[config.mk]
export PLATFORM = sky130hd
export DESIGN_NAME = peripheral_soft_reset_ctrl
export DESIGN_NICKNAME = d
export VERILOG_FILES = /design/src/periph_reset_pkg.sv /design/src/masked_reg.sv /design/src/peripheral_soft_reset_ctrl.sv
export VERILOG_INCLUDE_DIRS = /design/src
export SDC_FILE = /design/constraint.sdc
export NUM_CORES = 1
export LEC_CHECK = 0
export BUFFER_PORTS_ARGS = -buffer_cell sky130_fd_sc_hd__buf_2
export CAP_MARGIN = 25
export CORE_ASPECT_RATIO = 0.8
export CORE_MARGIN = 3
export CORE_UTILIZATION = 25
export CTS_BUF_LIST = sky130_fd_sc_hd__clkbuf_2 sky130_fd_sc_hd__clkbuf_4 sky130_fd_sc_hd__clkbuf_8
export CTS_CLUSTER_DIAMETER = 80
export DETAILED_ROUTE_END_ITERATION = 6
export PLACE_DENSITY_LB_ADDON = 0.2
export SYNTH_ARGS = -nofsm -noshare
export SYNTH_HDL_FRONTEND = slang
export SYNTH_SLANG_ARGS = --single-unit
export TNS_END_PERCENT = 1
[constraint.sdc]
create_clock -name clock -period 2.2 [get_ports clock]
set_input_delay 0.11 -clock clock [delete_from_list [all_inputs] [get_ports clock]]
set_output_delay 0.11 -clock clock [all_outputs]
set_load 0.01 [all_outputs]
[src/periph_reset_defines.svh]
// Constants for the peripheral soft reset controller.
// Assumes a 32-bit AXI4-Lite register bus with word-aligned registers.
`ifndef PERIPH_RESET_DEFINES_SVH
`define PERIPH_RESET_DEFINES_SVH

// Register byte offsets
`define PERIPH_RST_ONE_OFS   12'h044
`define PORT_RST_OFS         12'h048
`define CAP_MASK_TWO_OFS     12'h050
`define CAP_MASK_FOUR_OFS    12'h054

// Register layout
`define ADDR_W               12
`define ADDR_LSB             2
`define ZERO_WORD            32'h0000_0000
`define PERIPH_RST_ONE_RST   32'h0000_0000
`define PORT_RST_RST         32'h0000_0000
`define PERIPH_RST_ONE_IMPL  32'h0107_0113
`define PORT_RST_IMPL        32'h0000_001F
`define CAP_MASK_TWO_RST     32'h0107_0113
`define CAP_MASK_FOUR_RST    32'h0000_001F

// Field positions
`define BIT_SERIAL0          0
`define BIT_SERIAL1          1
`define BIT_SYNC0            4
`define BIT_QUAD0            8
`define BIT_GP_TIMER_ZERO_RESET           16
`define BIT_GP_TIMER_ONE_RESET           17
`define BIT_GP_TIMER_TWO_RESET           18
`define BIT_COMPARATOR_ZERO_RESET            24
`define PORT_COUNT           5

// AXI responses
`define RESP_OKAY            2'b00
`define RESP_SLVERR          2'b10

`endif

[src/periph_reset_pkg.sv]
// Types for the peripheral soft reset controller.
// Assumes the defines header supplies all numeric constants.
package periph_reset_pkg;

  // Registers that the bus can reach
  typedef enum logic [2:0] {
    REG_PERIPH_ONE,
    REG_PORT,
    REG_CAP_TWO,
    REG_CAP_FOUR,
    REG_NONE
  } reg_sel_t;

endpackage : periph_reset_pkg

[src/masked_reg.sv]
// One software reset control register with capability masked writes.
// Assumes the caller qualifies wr_en with a complete bus write.
`timescale 1ns/1ps
`include "periph_reset_defines.svh"

module masked_reg (
  // Clock and reset
  input  wire logic        clock,
  input  wire logic        rst_b,
  // Write side
  input  wire logic        wr_en,
  input  wire logic [31:0] wr_data,
  input  wire logic [3:0]  wr_strb,
  input  wire logic [31:0] cap_mask,
  input  wire logic [31:0] impl_mask,
  // Stored value
  output logic      [31:0] value_ff
);

  logic [31:0] nxt_value;
  logic [31:0] lane_mask;
  logic [31:0] write_mask;

  // Expand byte strobes into a bit mask
  genvar lane;
  generate
    for (lane = 0; lane < 4; lane++) begin : g_lane
      assign lane_mask[lane*8 +: 8] = {8{wr_strb[lane]}};
    end
  endgenerate

  // Only implemented, present and strobed bits take the new value
  assign write_mask = lane_mask & cap_mask & impl_mask;
  assign nxt_value  = (value_ff & ~write_mask) | (wr_data & write_mask);

  // Cleared on system reset so no peripheral starts held in reset
  always_ff @(posedge clock or negedge rst_b) begin
    if (!rst_b) begin
      value_ff <= `ZERO_WORD;
    end else if (wr_en) begin
      value_ff <= nxt_value;
    end
  end

endmodule : masked_reg

[src/peripheral_soft_reset_ctrl.sv]
// Software reset controller for on-chip peripherals and I/O ports.
// Assumes an AXI4-Lite master on the system clock; capability masks
// are registers written over that bus and reset outputs feed the units.
`timescale 1ns/1ps
`include "periph_reset_defines.svh"

// What this block does
// Writes to the first reset register are masked by capability mask two.
// Writes to the port reset register are masked by capability mask four.
// Both reset registers clear to zero on system reset.
// Bit 8 of the first register holds quadrature decoder 0 in reset.
// Bit 4 of the first register holds synchronous serial unit 0 in reset.
// Bits 1 and 0 of the first register reset async serial units 1 and 0.
// Bits 4 to 0 of the port register reset ports E, D, C, B and A.
// Reserved bits are read-only zero and software preserves them.
// Bits 18-16 reset timers 2-0 and bit 24 resets comparator 0.
// A bit at one holds its unit in reset and clearing it releases it.
module peripheral_soft_reset_ctrl
  import periph_reset_pkg::*;
(
  // Clock and reset
  input  wire logic        clock,
  input  wire logic        rst_b,
  // AXI4-Lite write address
  input  wire logic [11:0] s_axi_awaddr,
  input  wire logic [2:0]  s_axi_awprot,
  input  wire logic        s_axi_awvalid,
  output logic             s_axi_awready,
  // AXI4-Lite write data
  input  wire logic [31:0] s_axi_wdata,
  input  wire logic [3:0]  s_axi_wstrb,
  input  wire logic        s_axi_wvalid,
  output logic             s_axi_wready,
  // AXI4-Lite write response
  output logic      [1:0]  s_axi_bresp,
  output logic             s_axi_bvalid,
  input  wire logic        s_axi_bready,
  // AXI4-Lite read address
  input  wire logic [11:0] s_axi_araddr,
  input  wire logic [2:0]  s_axi_arprot,
  input  wire logic        s_axi_arvalid,
  output logic             s_axi_arready,
  // AXI4-Lite read data
  output logic      [31:0] s_axi_rdata,
  output logic      [1:0]  s_axi_rresp,
  output logic             s_axi_rvalid,
  input  wire logic        s_axi_rready,
  // Peripheral reset outputs, active high
  output logic             async_serial_zero_reset,
  output logic             async_serial_one_reset,
  output logic             sync_serial_zero_reset,
  output logic             quad_decoder_zero_reset,
  output logic             gp_timer_zero_reset,
  output logic             gp_timer_one_reset,
  output logic             gp_timer_two_reset,
  output logic             comparator_zero_reset,
  output logic             port_a_reset,
  output logic             port_b_reset,
  output logic             port_c_reset,
  output logic             port_d_reset,
  output logic             port_e_reset
);

  // Address decode shared by the read and write paths
  function automatic reg_sel_t decode(input logic [11:0] addr);
    if (addr[`ADDR_LSB-1:0] != 2'b00) begin
      decode = REG_NONE;
    end else begin
      unique case (addr)
        `PERIPH_RST_ONE_OFS: decode = REG_PERIPH_ONE;
        `PORT_RST_OFS:       decode = REG_PORT;
        `CAP_MASK_TWO_OFS:   decode = REG_CAP_TWO;
        `CAP_MASK_FOUR_OFS:  decode = REG_CAP_FOUR;
        default:             decode = REG_NONE;
      endcase
    end
  endfunction : decode

  logic [11:0] aw_addr_ff;
  logic        aw_held_ff;
  logic [31:0] w_data_ff;
  logic [3:0]  w_strb_ff;
  logic        w_held_ff;
  logic        bvalid_ff;
  logic [1:0]  bresp_ff;
  logic        rvalid_ff;
  logic [31:0] rdata_ff;
  logic [1:0]  rresp_ff;
  logic [31:0] cap_two_ff;
  logic [31:0] cap_four_ff;
  logic [31:0] periph_one_ff;
  logic [31:0] port_ff;
  logic        do_write;
  reg_sel_t    wr_sel;
  reg_sel_t    rd_sel;
  logic [31:0] strb_mask;

  // Byte strobes widened to bits so mask writes honour lanes as well
  assign strb_mask = {{8{w_strb_ff[3]}}, {8{w_strb_ff[2]}},
                      {8{w_strb_ff[1]}}, {8{w_strb_ff[0]}}};

  // Each channel accepts once per write; no new write until B is taken
  assign s_axi_awready = !aw_held_ff && !bvalid_ff;
  assign s_axi_wready  = !w_held_ff && !bvalid_ff;
  assign s_axi_arready = !rvalid_ff;
  assign do_write      = aw_held_ff && w_held_ff && !bvalid_ff;
  assign wr_sel        = decode(aw_addr_ff);
  assign rd_sel        = decode(s_axi_araddr);

  // Write address capture
  always_ff @(posedge clock or negedge rst_b) begin
    if (!rst_b) begin
      aw_addr_ff <= 12'h000;
      aw_held_ff <= 1'b0;
    end else if (s_axi_awvalid && s_axi_awready) begin
      aw_addr_ff <= s_axi_awaddr;
      aw_held_ff <= 1'b1;
    end else if (do_write) begin
      aw_held_ff <= 1'b0;
    end
  end

  // Write data capture, independent of address order
  always_ff @(posedge clock or negedge rst_b) begin
    if (!rst_b) begin
      w_data_ff <= `ZERO_WORD;
      w_strb_ff <= 4'h0;
      w_held_ff <= 1'b0;
    end else if (s_axi_wvalid && s_axi_wready) begin
      w_data_ff <= s_axi_wdata;
      w_strb_ff <= s_axi_wstrb;
      w_held_ff <= 1'b1;
    end else if (do_write) begin
      w_held_ff <= 1'b0;
    end
  end

  // Write response; unmapped addresses answer SLVERR
  always_ff @(posedge clock or negedge rst_b) begin
    if (!rst_b) begin
      bvalid_ff <= 1'b0;
      bresp_ff  <= `RESP_OKAY;
    end else if (do_write) begin
      bvalid_ff <= 1'b1;
      bresp_ff  <= (wr_sel == REG_NONE) ? `RESP_SLVERR : `RESP_OKAY;
    end else if (s_axi_bready) begin
      bvalid_ff <= 1'b0;
    end
  end

  assign s_axi_bvalid = bvalid_ff;
  assign s_axi_bresp  = bresp_ff;

  // Capability masks, written by system control software at boot.
  // Kept here so writes can be gated without an extra port.
  always_ff @(posedge clock or negedge rst_b) begin
    if (!rst_b) begin
      cap_two_ff  <= `CAP_MASK_TWO_RST;
      cap_four_ff <= `CAP_MASK_FOUR_RST;
    end else if (do_write && wr_sel == REG_CAP_TWO) begin
      cap_two_ff  <= (cap_two_ff & ~(strb_mask & `PERIPH_RST_ONE_IMPL))
                     | (w_data_ff & strb_mask & `PERIPH_RST_ONE_IMPL);
    end else if (do_write && wr_sel == REG_CAP_FOUR) begin
      cap_four_ff <= (cap_four_ff & ~(strb_mask & `PORT_RST_IMPL))
                     | (w_data_ff & strb_mask & `PORT_RST_IMPL);
    end
  end

  // First reset register, gated by capability mask two
  masked_reg u_periph_one (
    .clock     (clock),
    .rst_b     (rst_b),
    .wr_en     (do_write && wr_sel == REG_PERIPH_ONE),
    .wr_data   (w_data_ff),
    .wr_strb   (w_strb_ff),
    .cap_mask  (cap_two_ff),
    .impl_mask (`PERIPH_RST_ONE_IMPL),
    .value_ff  (periph_one_ff)
  );

  // Port reset register, gated by capability mask four
  masked_reg u_port (
    .clock     (clock),
    .rst_b     (rst_b),
    .wr_en     (do_write && wr_sel == REG_PORT),
    .wr_data   (w_data_ff),
    .wr_strb   (w_strb_ff),
    .cap_mask  (cap_four_ff),
    .impl_mask (`PORT_RST_IMPL),
    .value_ff  (port_ff)
  );

  // Read data is registered; reserved bits are never stored so read zero
  always_ff @(posedge clock or negedge rst_b) begin
    if (!rst_b) begin
      rvalid_ff <= 1'b0;
      rdata_ff  <= `ZERO_WORD;
      rresp_ff  <= `RESP_OKAY;
    end else if (s_axi_arvalid && s_axi_arready) begin
      rvalid_ff <= 1'b1;
      rresp_ff  <= (rd_sel == REG_NONE) ? `RESP_SLVERR : `RESP_OKAY;
      unique case (rd_sel)
        REG_PERIPH_ONE: rdata_ff <= periph_one_ff;
        REG_PORT:       rdata_ff <= port_ff;
        REG_CAP_TWO:    rdata_ff <= cap_two_ff;
        REG_CAP_FOUR:   rdata_ff <= cap_four_ff;
        REG_NONE:       rdata_ff <= `ZERO_WORD;
      endcase
    end else if (s_axi_rready) begin
      rvalid_ff <= 1'b0;
    end
  end

  assign s_axi_rvalid = rvalid_ff;
  assign s_axi_rdata  = rdata_ff;
  assign s_axi_rresp  = rresp_ff;

  // Reset outputs follow the stored bits directly: one holds, zero frees
  assign quad_decoder_zero_reset = periph_one_ff[`BIT_QUAD0];
  assign sync_serial_zero_reset  = periph_one_ff[`BIT_SYNC0];
  assign async_serial_one_reset  = periph_one_ff[`BIT_SERIAL1];
  assign async_serial_zero_reset = periph_one_ff[`BIT_SERIAL0];
  assign gp_timer_two_reset      = periph_one_ff[`BIT_GP_TIMER_TWO_RESET];
  assign gp_timer_one_reset      = periph_one_ff[`BIT_GP_TIMER_ONE_RESET];
  assign gp_timer_zero_reset     = periph_one_ff[`BIT_GP_TIMER_ZERO_RESET];
  assign comparator_zero_reset   = periph_one_ff[`BIT_COMPARATOR_ZERO_RESET];

  // Port resets, bit 0 is port A up to bit 4 for port E
  assign port_a_reset = port_ff[0];
  assign port_b_reset = port_ff[1];
  assign port_c_reset = port_ff[2];
  assign port_d_reset = port_ff[3];
  assign port_e_reset = port_ff[`PORT_COUNT-1];

endmodule : peripheral_soft_reset_ctrl

Word-level counts from Yosys, hierarchy flattened
Cells that the tools add are included.
{"block": "word_totals", "input_bits": 73, "wordCells": 86, "output_inout_bits": 54, "reg_bits": 216}
{"block": "op_classes", "eq_ne": 16, "mux": 14, "reduce_logical": 24, "bitwise_logic": 18}
{"op": "case mux 32 bit (5 select lines)", "count": 1}
{"op": "AND 32 bit", "count": 4}
{"op": "== test 12 x 7 -> 1 bit (second input constant)", "count": 8}
{"op": "inverter 25 -> 32 bit", "count": 2}
{"op": "inverter 5 -> 32 bit", "count": 2}
{"op": "OR 32 bit", "count": 2}
{"op": "AND 25 bit", "count": 2}
{"op": "AND 32 x 25 -> 32 bit", "count": 1}
{"op": "AND 32 x 5 -> 32 bit", "count": 1}
{"op": "OR 32 x 25 -> 32 bit", "count": 1}
{"op": "OR 32 x 5 -> 32 bit", "count": 1}
{"op": "case mux 3 bit (4 select lines)", "count": 2}
{"op": "== test 3 x 2 -> 1 bit (second input constant)", "count": 4}
{"op": "nonzero test 2 bit", "count": 6}
{"op": "logical AND 1 bit", "count": 11}
{"op": "2-to-1 mux 1 bit", "count": 7}
{"op": "== test 3 x 1 -> 1 bit (second input constant)", "count": 2}
{"op": "== test 3 bit (second input constant)", "count": 2}
{"op": "logical NOT 3 bit", "count": 2}
{"op": "2-to-1 mux 3 bit", "count": 2}
{"op": "AND 5 bit", "count": 1}
{"op": "logical NOT 1 bit", "count": 4}
{"op": "2-to-1 mux 2 bit", "count": 2}
{"op": "AND reduction 2 bit", "count": 1}
{"op": "inverter 1 bit", "count": 1}

Depth between registers and ports, before layout
Gate-level depths: netlist (run 1).
{"block": "logic_depth", "ltp_word": 7, "depth_mapped": 5, "mapped_depth_nobuf": 4}

By module
From an unflattened synthesis (run 1), not the netlist that was laid out.
{"block": "hier_totals", "cells_unflattened": 523, "hier_area_um2": 7078.0}
{"mod": "peripheral_soft_reset_ctrl", "cells_each": 317, "seq_area_each_um2": 2493.6, "n_inst": 1, "area_per_inst_um2": 4242.8}
{"mod": "masked_reg", "cells_each": 103, "seq_area_each_um2": 800.8, "n_inst": 2, "area_per_inst_um2": 1417.6}

Least setup slack after synthesis (run 1)
OpenSTA, ideal clock, no wires.
{"block": "synth_timing", "kind": "register to register", "from": "register aw_addr_ff[1]", "to": "register (tool-made name)", "synth_period_minus_slack_ns": 1.987, "arrival_ns": 1.905, "setup_slack_ns": 0.213, "n_path_buf": 1, "setup_ns": 0.082, "required_ns": 2.118, "stages_incl_launch_ff": 6, "path_cell_list": "dfrtp_1 or4_4 nor4b_4 and4_1 buf_4 mux2_2"}
{"item": "from (decl)", "line_no": "peripheral_soft_reset_ctrl.sv:79", "text": "logic [11:0] aw_addr_ff;"}
{"item": "from (signal assigned)", "line_no": "peripheral_soft_reset_ctrl.sv:116", "text": "aw_addr_ff <= s_axi_awaddr;"}

==> results of run 1 <==
==> worst paths after layout <==
kind | from | endpoint | slack, ns | cells past startpoint
setup reg to reg | aw_addr_ff[3] | flip-flop | 0.08 | 5
max in group asynchronous | rst_b | async pin | 1.25 | 3
hold / removal | rst_b | aw_held_ff | 0.26 | 2
min in group clock | s_axi_arvalid | s_axi_rdata[0] | 0.26 | 4
hold reg to reg | s_axi_rdata[2] | s_axi_rdata[2] | 0.49 | 2
setup / recovery | aw_addr_ff[3] | flip-flop | 0.08 | 5
==> kinds of logic (layout without fill, tap and decap cells) <==
group	after synthesis	in the layout	synth area share
buffers and inverters	39	137	0.0784
xor gates and xnor gates	1	1	0.00276
muxes	52	52	0.184
DFF	68	68	0.541
AOI/OAI and AO/OA	30	30	0.0701
and+or+nand+nor	62	62	0.122
other	1	24	0.00118
==> critical path, stage by stage, from the launching register on <==
cell and delay [ns]:
sky130_fd_sc_hd__dfrtp_1 0.38, sky130_fd_sc_hd__or4b_4 0.56, sky130_fd_sc_hd__nor4b_4 0.27, sky130_fd_sc_hd__buf_4 0.17, sky130_fd_sc_hd__and4_2 0.32, sky130_fd_sc_hd__mux2_2 0.35
==> report_power, final <==
group | switching, uW | internal (uW) | leakage (uW) | total, uW
registers | 300 | 1550 | 0.000824 | 1850
clock network | 463 | 693 | 0.000113 | 1160
logic | 377 | 504 | 0.00102 | 881
==> routing by layer <==
metal,part of all wire,vias up,global-route usage
li1,-,1114,-
met2,0.41,84,0.160
met5,0,-,0
met4,0.0084,0,0.0315
met3,0.064,7,0.0422
met1,0.52,1090,0.158
==> cell usage in the layout, fill, tap and decap left out, drive strengths merged, types with 3 or more instances in the layout <==
master / count
conb: 24
a221o: 5
buf: 85
mux2: 52
nor3: 9
nand4: 9
o21ai: 3
a21o: 7
a22oi: 5
clkbuf: 12
inv: 7
dlygate4sd3: 29
nand3: 6
nand2: 5
a21oi: 3
nor2: 11
nor3b: 5
dfrtp: 55
dfstp: 13
a211oi: 3
==> per-stage QoR <==
| stage | power [uW] | hold slack [ns] | utilization | worst slack, ns |
|---|---|---|---|---|
| 2_1_floorplan | 2400 | -0.186 | - | 0.213 |
| 3_3_place_gp | 2710 | 0.105 | 0.301 | 0.0317 |
| 3_5_place_dp | 2730 | 0.106 | 0.301 | 0.0128 |
| 4_1_cts | 3960 | 0.231 | 0.343 | 0.000798 |
| 5_1_grt | 4160 | 0.252 | 0.345 | 0.00529 |
| 6_report | 3890 | 0.256 | 0.345 | 0.0801 |
==> timing repair <==
action,CTS,global route
hold endpoints to repair,47,0
hold buffers,29,0
setup buffers,0,1
setup endpoints to repair,0,14
resized for setup,0,3
==> layout make-up <==
type	count	share of cell area
Sequential cell	68	0.405
Inverter	7	0.00619
Tap cell	171	0.0504
Clock inverter	4	0.0171
Clock buffer	12	0.0360
Multi-Input combinational cell	169	0.307
Timing Repair Buffer	114	0.178
==> metrics.txt, run 1 <==
# TYPE chip_impl_metric gauge
chip_impl_metric{name="fp.coreArea",unit="um^2"} 12300
chip_impl_metric{name="layout_worst_path_cycle_share",unit=""} 0.964
chip_impl_metric{name="grt_pass1_wl",unit="um"} 12500
chip_impl_metric{name="synth_edf_count",unit=""} 0
chip_impl_metric{name="final.setup_skew",unit="ns"} 0.00720
chip_impl_metric{name="slew_headroom",unit=""} 0.544
chip_impl_info{name="setup_repair_after_global_routing_missed_its_margin",value="no"} 1
chip_impl_metric{name="synth_warnings",unit=""} 0
chip_impl_info{name="outcome",value="finished clean"} 1
chip_impl_metric{name="drt-total-wl",unit="um"} 7650
chip_impl_metric{name="ctsLongestPathBuffers",unit=""} 2
chip_impl_metric{name="antenna-diode-count",unit=""} 0
chip_impl_metric{name="sequential_cell_area",unit="um^2"} 1720
chip_impl_metric{name="globalRouteTotalUtil",unit=""} 0.112
chip_impl_metric{name="drt-initial-drc-count",unit=""} 89
chip_impl_metric{name="grt_pass1_vias",unit=""} 2318
chip_impl_metric{name="die_h",unit="um"} 107
chip_impl_metric{name="areaGrowthSynthToFinish",unit="%"} 33.5
chip_impl_metric{name="die_area",unit="um^2"} 14100
chip_impl_metric{name="final_antenna_net_count",unit=""} 0
chip_impl_metric{name="min_cycle_time_layout",unit="ns"} 2.12
chip_impl_info{name="start_kind",value="flip-flop"} 1
chip_impl_metric{name="async_reset_ff_frac",unit=""} 1.00
chip_impl_metric{name="hpwlAfterDp",unit="um"} 5750
chip_impl_info{name="synthTopCellsByCount",value="55 x sky130_fd_sc_hd__dfrtp_1, 40 x sky130_fd_sc_hd__mux2_2, 25 x sky130_fd_sc_hd__buf_4, 13 x sky130_fd_sc_hd__dfstp_2, 12 x sky130_fd_sc_hd__mux2_1"} 1
chip_impl_metric{name="ios",unit=""} 127
chip_impl_metric{name="multi_input_area",unit="um^2"} 1300
chip_impl_metric{name="core.rowCount",unit=""} 36
chip_impl_metric{name="tritoncts.num_buffers",unit=""} 9
chip_impl_metric{name="via_count",unit=""} 2295
chip_impl_metric{name="final-max-slew-violation-count",unit=""} 0
chip_impl_metric{name="drc_errors",unit=""} 0
chip_impl_metric{name="synthCells",unit=""} 253
chip_impl_metric{name="worst_skew_pair.late_latency",unit="ns"} 0.34
chip_impl_metric{name="tritoncts_num_sinks",unit=""} 68
chip_impl_metric{name="placement.io_buffers",unit=""} 74
chip_impl_metric{name="cellLeakagePower",unit="uW"} 0.00195
chip_impl_info{name="timing.hold.worst.class",value="input port to async pin"} 1
chip_impl_metric{name="final-hold-violation-count",unit=""} 0
chip_impl_metric{name="max_cap_viol_count",unit=""} 0
chip_impl_info{name="synth_top_area_cell",value="sky130_fd_sc_hd__dfrtp_1"} 1
chip_impl_metric{name="finalNonFillerCells",unit=""} 545
chip_impl_info{name="post_synth_main_area_contributors",value="sky130_fd_sc_hd__dfrtp_1 43%, sky130_fd_sc_hd__mux2_2 14%, sky130_fd_sc_hd__dfstp_2 11%"} 1
chip_impl_metric{name="dr.pass1.iters",unit=""} 4
chip_impl_metric{name="clkSlewWorstSetupHoldPaths",unit="ns"} 0.07
chip_impl_metric{name="fin_setup_tns",unit="ns"} 0
chip_impl_metric{name="crit_required",unit="ns"} 2.47
chip_impl_metric{name="synth_top_area_frac",unit=""} 0.433
chip_impl_info{name="yosys_most_used_dff",value="sky130_fd_sc_hd__dfrtp_1"} 1
chip_impl_metric{name="route.detailed.vias_per_inst",unit=""} 4.21
chip_impl_metric{name="worst-endpoint-arrival",unit="ns"} 2.39
chip_impl_metric{name="ir_worst_vdd",unit="mV"} 0.447
chip_impl_metric{name="ys_ff_latch",unit=""} 68
chip_impl_metric{name="initial_core_util",unit=""} 0.258
chip_impl_metric{name="numPlacedInstances",unit=""} 498
chip_impl_metric{name="htree_levels",unit=""} 3
chip_impl_metric{name="yosys.cell_types.count",unit=""} 39
chip_impl_metric{name="postSynthAreaPerCell",unit="um^2"} 12.6
chip_impl_metric{name="power.density_cell_area",unit="nW/um^2"} 918
chip_impl_metric{name="number_of_antenna_violations_at_the_first_check_in_global_routing",unit=""} 0
chip_impl_metric{name="yosysSeqAreaShare",unit=""} 0.541
chip_impl_metric{name="largest_fanout_on_the_critical_path",unit=""} 5
chip_impl_info{name="root_buffer",value="sky130_fd_sc_hd__clkbuf_8"} 1
chip_impl_info{name="synth_most_common_cell",value="sky130_fd_sc_hd__dfrtp_1"} 1
chip_impl_metric{name="grt_max_degree",unit=""} 50
chip_impl_metric{name="worst_slew_pin_slew",unit="ns"} 0.682
chip_impl_metric{name="finish.instance_area",unit="um^2"} 4240
chip_impl_metric{name="report.final.setup_viol",unit=""} 0
chip_impl_info{name="worstSetupEndpointType",value="flip-flop"} 1
chip_impl_metric{name="detailed_place.area",unit="um^2"} 3700
chip_impl_metric{name="mappedNetlistArea",unit="um^2"} 3180
chip_impl_metric{name="fillers",unit=""} 1234
chip_impl_metric{name="detail_route.wl_per_cell",unit="um"} 14.0
chip_impl_metric{name="maxClockFrequency",unit="GHz"} 0.472
chip_impl_metric{name="final_layout_size_suffix_gt1_frac",unit=""} 0.425
chip_impl_metric{name="final_nets",unit=""} 442
chip_impl_info{name="cts_tree",value="done"} 1
chip_impl_metric{name="grt.overflow.total",unit=""} 0
chip_impl_info{name="timing.setup.critical_path_class",value="flip-flop to flip-flop"} 1
chip_impl_metric{name="globalplace.congestion",unit=""} 0.670
chip_impl_metric{name="die_width",unit="um"} 132
No activity file was read; power rests on OpenSTA's default activity.
==> inputs of run 2 (changes only) <==
--- a/config.mk
+++ b/config.mk
@@ -10,7 +10,7 @@
 export CAP_MARGIN = 25
 export CORE_ASPECT_RATIO = 0.8
 export CORE_MARGIN = 3
-export CORE_UTILIZATION = 25
+export CORE_UTILIZATION = 50
 export CTS_BUF_LIST = sky130_fd_sc_hd__clkbuf_2 sky130_fd_sc_hd__clkbuf_4 sky130_fd_sc_hd__clkbuf_8
 export CTS_CLUSTER_DIAMETER = 80
 export DETAILED_ROUTE_END_ITERATION = 6
==> run 2 against run 1 <==
  * Fmax down 2.4%
  * Cell count is 17% lower
  * Routed wire length is 14% lower
  * Flip-flop and latch count is the same
  * Critical path depth unchanged
  * Clock skew shrank 0.00070 ns
  * Non-clock buffer count is the same
  * Hold slack lost 0.24 ns
  * Largest cell class unchanged
  * Via count increased by 2.2%
  * Die area down 48%
  * Largest power group unchanged
  * Total power is 5.9% lower
  * Utilization increased by 34 points
==> metrics.txt, run 2 (synthesized netlist as in run 1, its figures left out) <==
# TYPE chip_impl_metric gauge
chip_impl_info{name="outcome",value="finished clean"} 1
chip_impl_metric{name="initial_core_util",unit=""} 0.526
chip_impl_metric{name="dr.pass1.iters",unit=""} 4
chip_impl_metric{name="globalRouteTotalUtil",unit=""} 0.188
chip_impl_metric{name="die_area",unit="um^2"} 7350
chip_impl_metric{name="sequential_cell_area",unit="um^2"} 1720
chip_impl_metric{name="hold_ws",unit="ns"} 0.0190
chip_impl_metric{name="grt.overflow.total",unit=""} 0
chip_impl_metric{name="finalNonFillerCells",unit=""} 455
chip_impl_info{name="start_kind",value="flip-flop"} 1
chip_impl_metric{name="power.density_cell_area",unit="nW/um^2"} 888
chip_impl_metric{name="clkSlewWorstSetupHoldPaths",unit="ns"} 0.07
chip_impl_metric{name="layout_worst_path_cycle_share",unit=""} 0.987
chip_impl_metric{name="p_switching",unit="uW"} 1090
chip_impl_metric{name="multi_input_area",unit="um^2"} 1340
chip_impl_metric{name="worst_skew_pair.late_latency",unit="ns"} 0.34
chip_impl_metric{name="final_nets",unit=""} 442
chip_impl_info{name="timing.setup.critical_path_class",value="flip-flop to flip-flop"} 1
chip_impl_info{name="root_buffer",value="sky130_fd_sc_hd__clkbuf_8"} 1
chip_impl_info{name="final_cell_mix",value="74 x sky130_fd_sc_hd__buf_2, 55 x sky130_fd_sc_hd__dfrtp_1, 37 x sky130_fd_sc_hd__mux2_2"} 1
chip_impl_metric{name="number_of_antenna_violations_at_the_first_check_in_global_routing",unit=""} 0
chip_impl_metric{name="final-hold-violation-count",unit=""} 0
chip_impl_metric{name="drt-total-wl",unit="um"} 6570
chip_impl_metric{name="max_cap_viol_count",unit=""} 0
chip_impl_metric{name="slew_headroom",unit=""} 0.445
chip_impl_metric{name="post-layout-total-power",unit="uW"} 3660
chip_impl_metric{name="worst-endpoint-arrival",unit="ns"} 2.44
chip_impl_metric{name="internal_power",unit="uW"} 2570
chip_impl_info{name="startpoint",value="aw_addr_ff[8]"} 1
chip_impl_metric{name="placement.io_buffers",unit=""} 74
chip_impl_metric{name="die_h",unit="um"} 77.3
chip_impl_metric{name="maxClockFrequency",unit="GHz"} 0.460
chip_impl_metric{name="globalplace.congestion",unit=""} 0.737
chip_impl_metric{name="areaGrowthSynthToFinish",unit="%"} 29.9
chip_impl_metric{name="reg2reg_depth",unit=""} 5
chip_impl_metric{name="via_count",unit=""} 2345
chip_impl_metric{name="final.setup_skew",unit="ns"} 0.00649
chip_impl_metric{name="tritoncts.num_buffers",unit=""} 9
chip_impl_metric{name="clock_power_share",unit=""} 0.254
chip_impl_metric{name="detail_route.wl_per_cell",unit="um"} 14.4
chip_impl_metric{name="ir_worst_vdd",unit="mV"} 0.678
chip_impl_metric{name="crit_required",unit="ns"} 2.47
chip_impl_metric{name="tritoncts_num_sinks",unit=""} 68
chip_impl_metric{name="min_cycle_time_layout",unit="ns"} 2.17
chip_impl_info{name="worstSetupEndpointType",value="flip-flop"} 1
chip_impl_metric{name="grt_pass1_wl",unit="um"} 10600
chip_impl_metric{name="ios",unit=""} 127
chip_impl_metric{name="numPlacedInstances",unit=""} 407
chip_impl_info{name="worst_r2r_startpoint",value="aw_addr_ff[8]"} 1
chip_impl_metric{name="hpwlAfterDp",unit="um"} 4630
chip_impl_metric{name="largest_fanout_on_the_critical_path",unit=""} 7
chip_impl_metric{name="power.share.switching",unit=""} 0.299
chip_impl_metric{name="final-max-slew-violation-count",unit=""} 0
chip_impl_metric{name="fillers",unit=""} 474
chip_impl_metric{name="combPwrFrac",unit=""} 0.241
chip_impl_metric{name="die_width",unit="um"} 95.1
chip_impl_metric{name="htree_levels",unit=""} 3
chip_impl_metric{name="grt_pass1_vias",unit=""} 2262
chip_impl_info{name="layout.cells.most_common",value="sky130_fd_sc_hd__buf_2"} 1
chip_impl_metric{name="final_layout_size_suffix_gt1_frac",unit=""} 0.455
chip_impl_metric{name="antenna-diode-count",unit=""} 0
chip_impl_metric{name="grt_max_degree",unit=""} 69
chip_impl_info{name="cts_tree",value="done"} 1
chip_impl_info{name="timing.hold.worst.class",value="input port to flip-flop"} 1
chip_impl_metric{name="fp.coreArea",unit="um^2"} 6040
chip_impl_info{name="setup_repair_after_global_routing_missed_its_margin",value="yes"} 1
chip_impl_metric{name="drt-initial-drc-count",unit=""} 110
chip_impl_metric{name="drc_errors",unit=""} 0
chip_impl_metric{name="power.sequential.fraction",unit=""} 0.505
chip_impl_metric{name="cellLeakagePower",unit="uW"} 0.00196
chip_impl_metric{name="worst_slew_pin_slew",unit="ns"} 0.832
chip_impl_metric{name="route.detailed.vias_per_inst",unit=""} 5.15
chip_impl_metric{name="r2r_slack",unit="ns"} 0.03
chip_impl_metric{name="ctsLongestPathBuffers",unit=""} 2
chip_impl_metric{name="final_antenna_net_count",unit=""} 0
chip_impl_metric{name="report.final.setup_viol",unit=""} 0
chip_impl_metric{name="core.rowCount",unit=""} 25
-- run 2: cell types whose count changed in the layout (fill, tap and decap cells not counted), sizes merged --
cell / previous run / this run
clkinv: 1 / 2
clkinvlp: 1 / 0
dlygate4sd3: 29 / 27
buf: 85 / 87
bufinv: 2 / 0
clkbuf: 12 / 14
-- run 2: repair_timing --
item / CTS / global route
gates resized for setup: 2 / 15
setup endpoints to repair: 3 / 10
pin swaps: 1 / 8
endpoints found under the hold margin: 81 / 0
hold buffers: 27 / 0
buffers inserted: 0 / 5
-- run 2: cell type report --
type / instances / area share
clock buffer: 14 / 0.0422
clock inverter: 2 / 0.00243
inverter: 7 / 0.00637
multi-input combinational: 169 / 0.325
sequential: 68 / 0.416
tap: 81 / 0.0246
timing repair buffer: 114 / 0.183
-- run 2: worst min path at each step --
stage,startpoint,to,cells after the start
after CTS,s_axi_wdata[16],w_data_ff[16],2
after floorplan,rst_b,async pin,0
after detailed placement,s_axi_bready,s_axi_bvalid,2
final,s_axi_wdata[16],w_data_ff[16],2
after global placement,s_axi_bready,s_axi_bvalid,2
after global routing,s_axi_wdata[16],w_data_ff[16],2
-- run 2: layer usage --
metal  wire length, um  track usage  up-vias
met5                 0            0        -
met4                87       0.0648        0
met3               465       0.0598       10
met2              2990        0.287       80
met1              3030        0.252     1138
li1                  -            -     1117
-- run 2: stage by stage --
| step | setup slack (ns) | setup TNS, ns | util | area, um^2 |
|---|---|---|---|---|
| after floorplan | 0.213 | 0 | - | 3260 |
| after global placement | 0.0302 | 0 | 0.594 | 3580 |
| after detailed placement | 0.0165 | 0 | 0.594 | 3580 |
| after CTS | 0.0290 | 0 | 0.670 | 4040 |
| after global routing | -0.0477 | -0.353 | 0.683 | 4130 |
| final | 0.0275 | 0 | 0.683 | 4130 |
-- run 2: power groups by stage --
stage	logic (uW)	registers, uW	clock network [uW]
floorplan	619	1780	0
global placement	811	1840	0
detailed placement	836	1860	0
CTS	882	1840	954
global route	971	1900	1010
finish	883	1850	931
-- run 2: worst max-delay path: stages, from the launching register on --
cell	delay, ns
sky130_fd_sc_hd__dfrtp_1	0.38
sky130_fd_sc_hd__or4_4	0.58
sky130_fd_sc_hd__nor4b_4	0.37
sky130_fd_sc_hd__buf_12	0.16
sky130_fd_sc_hd__and4b_2	0.27
sky130_fd_sc_hd__mux2_2	0.34
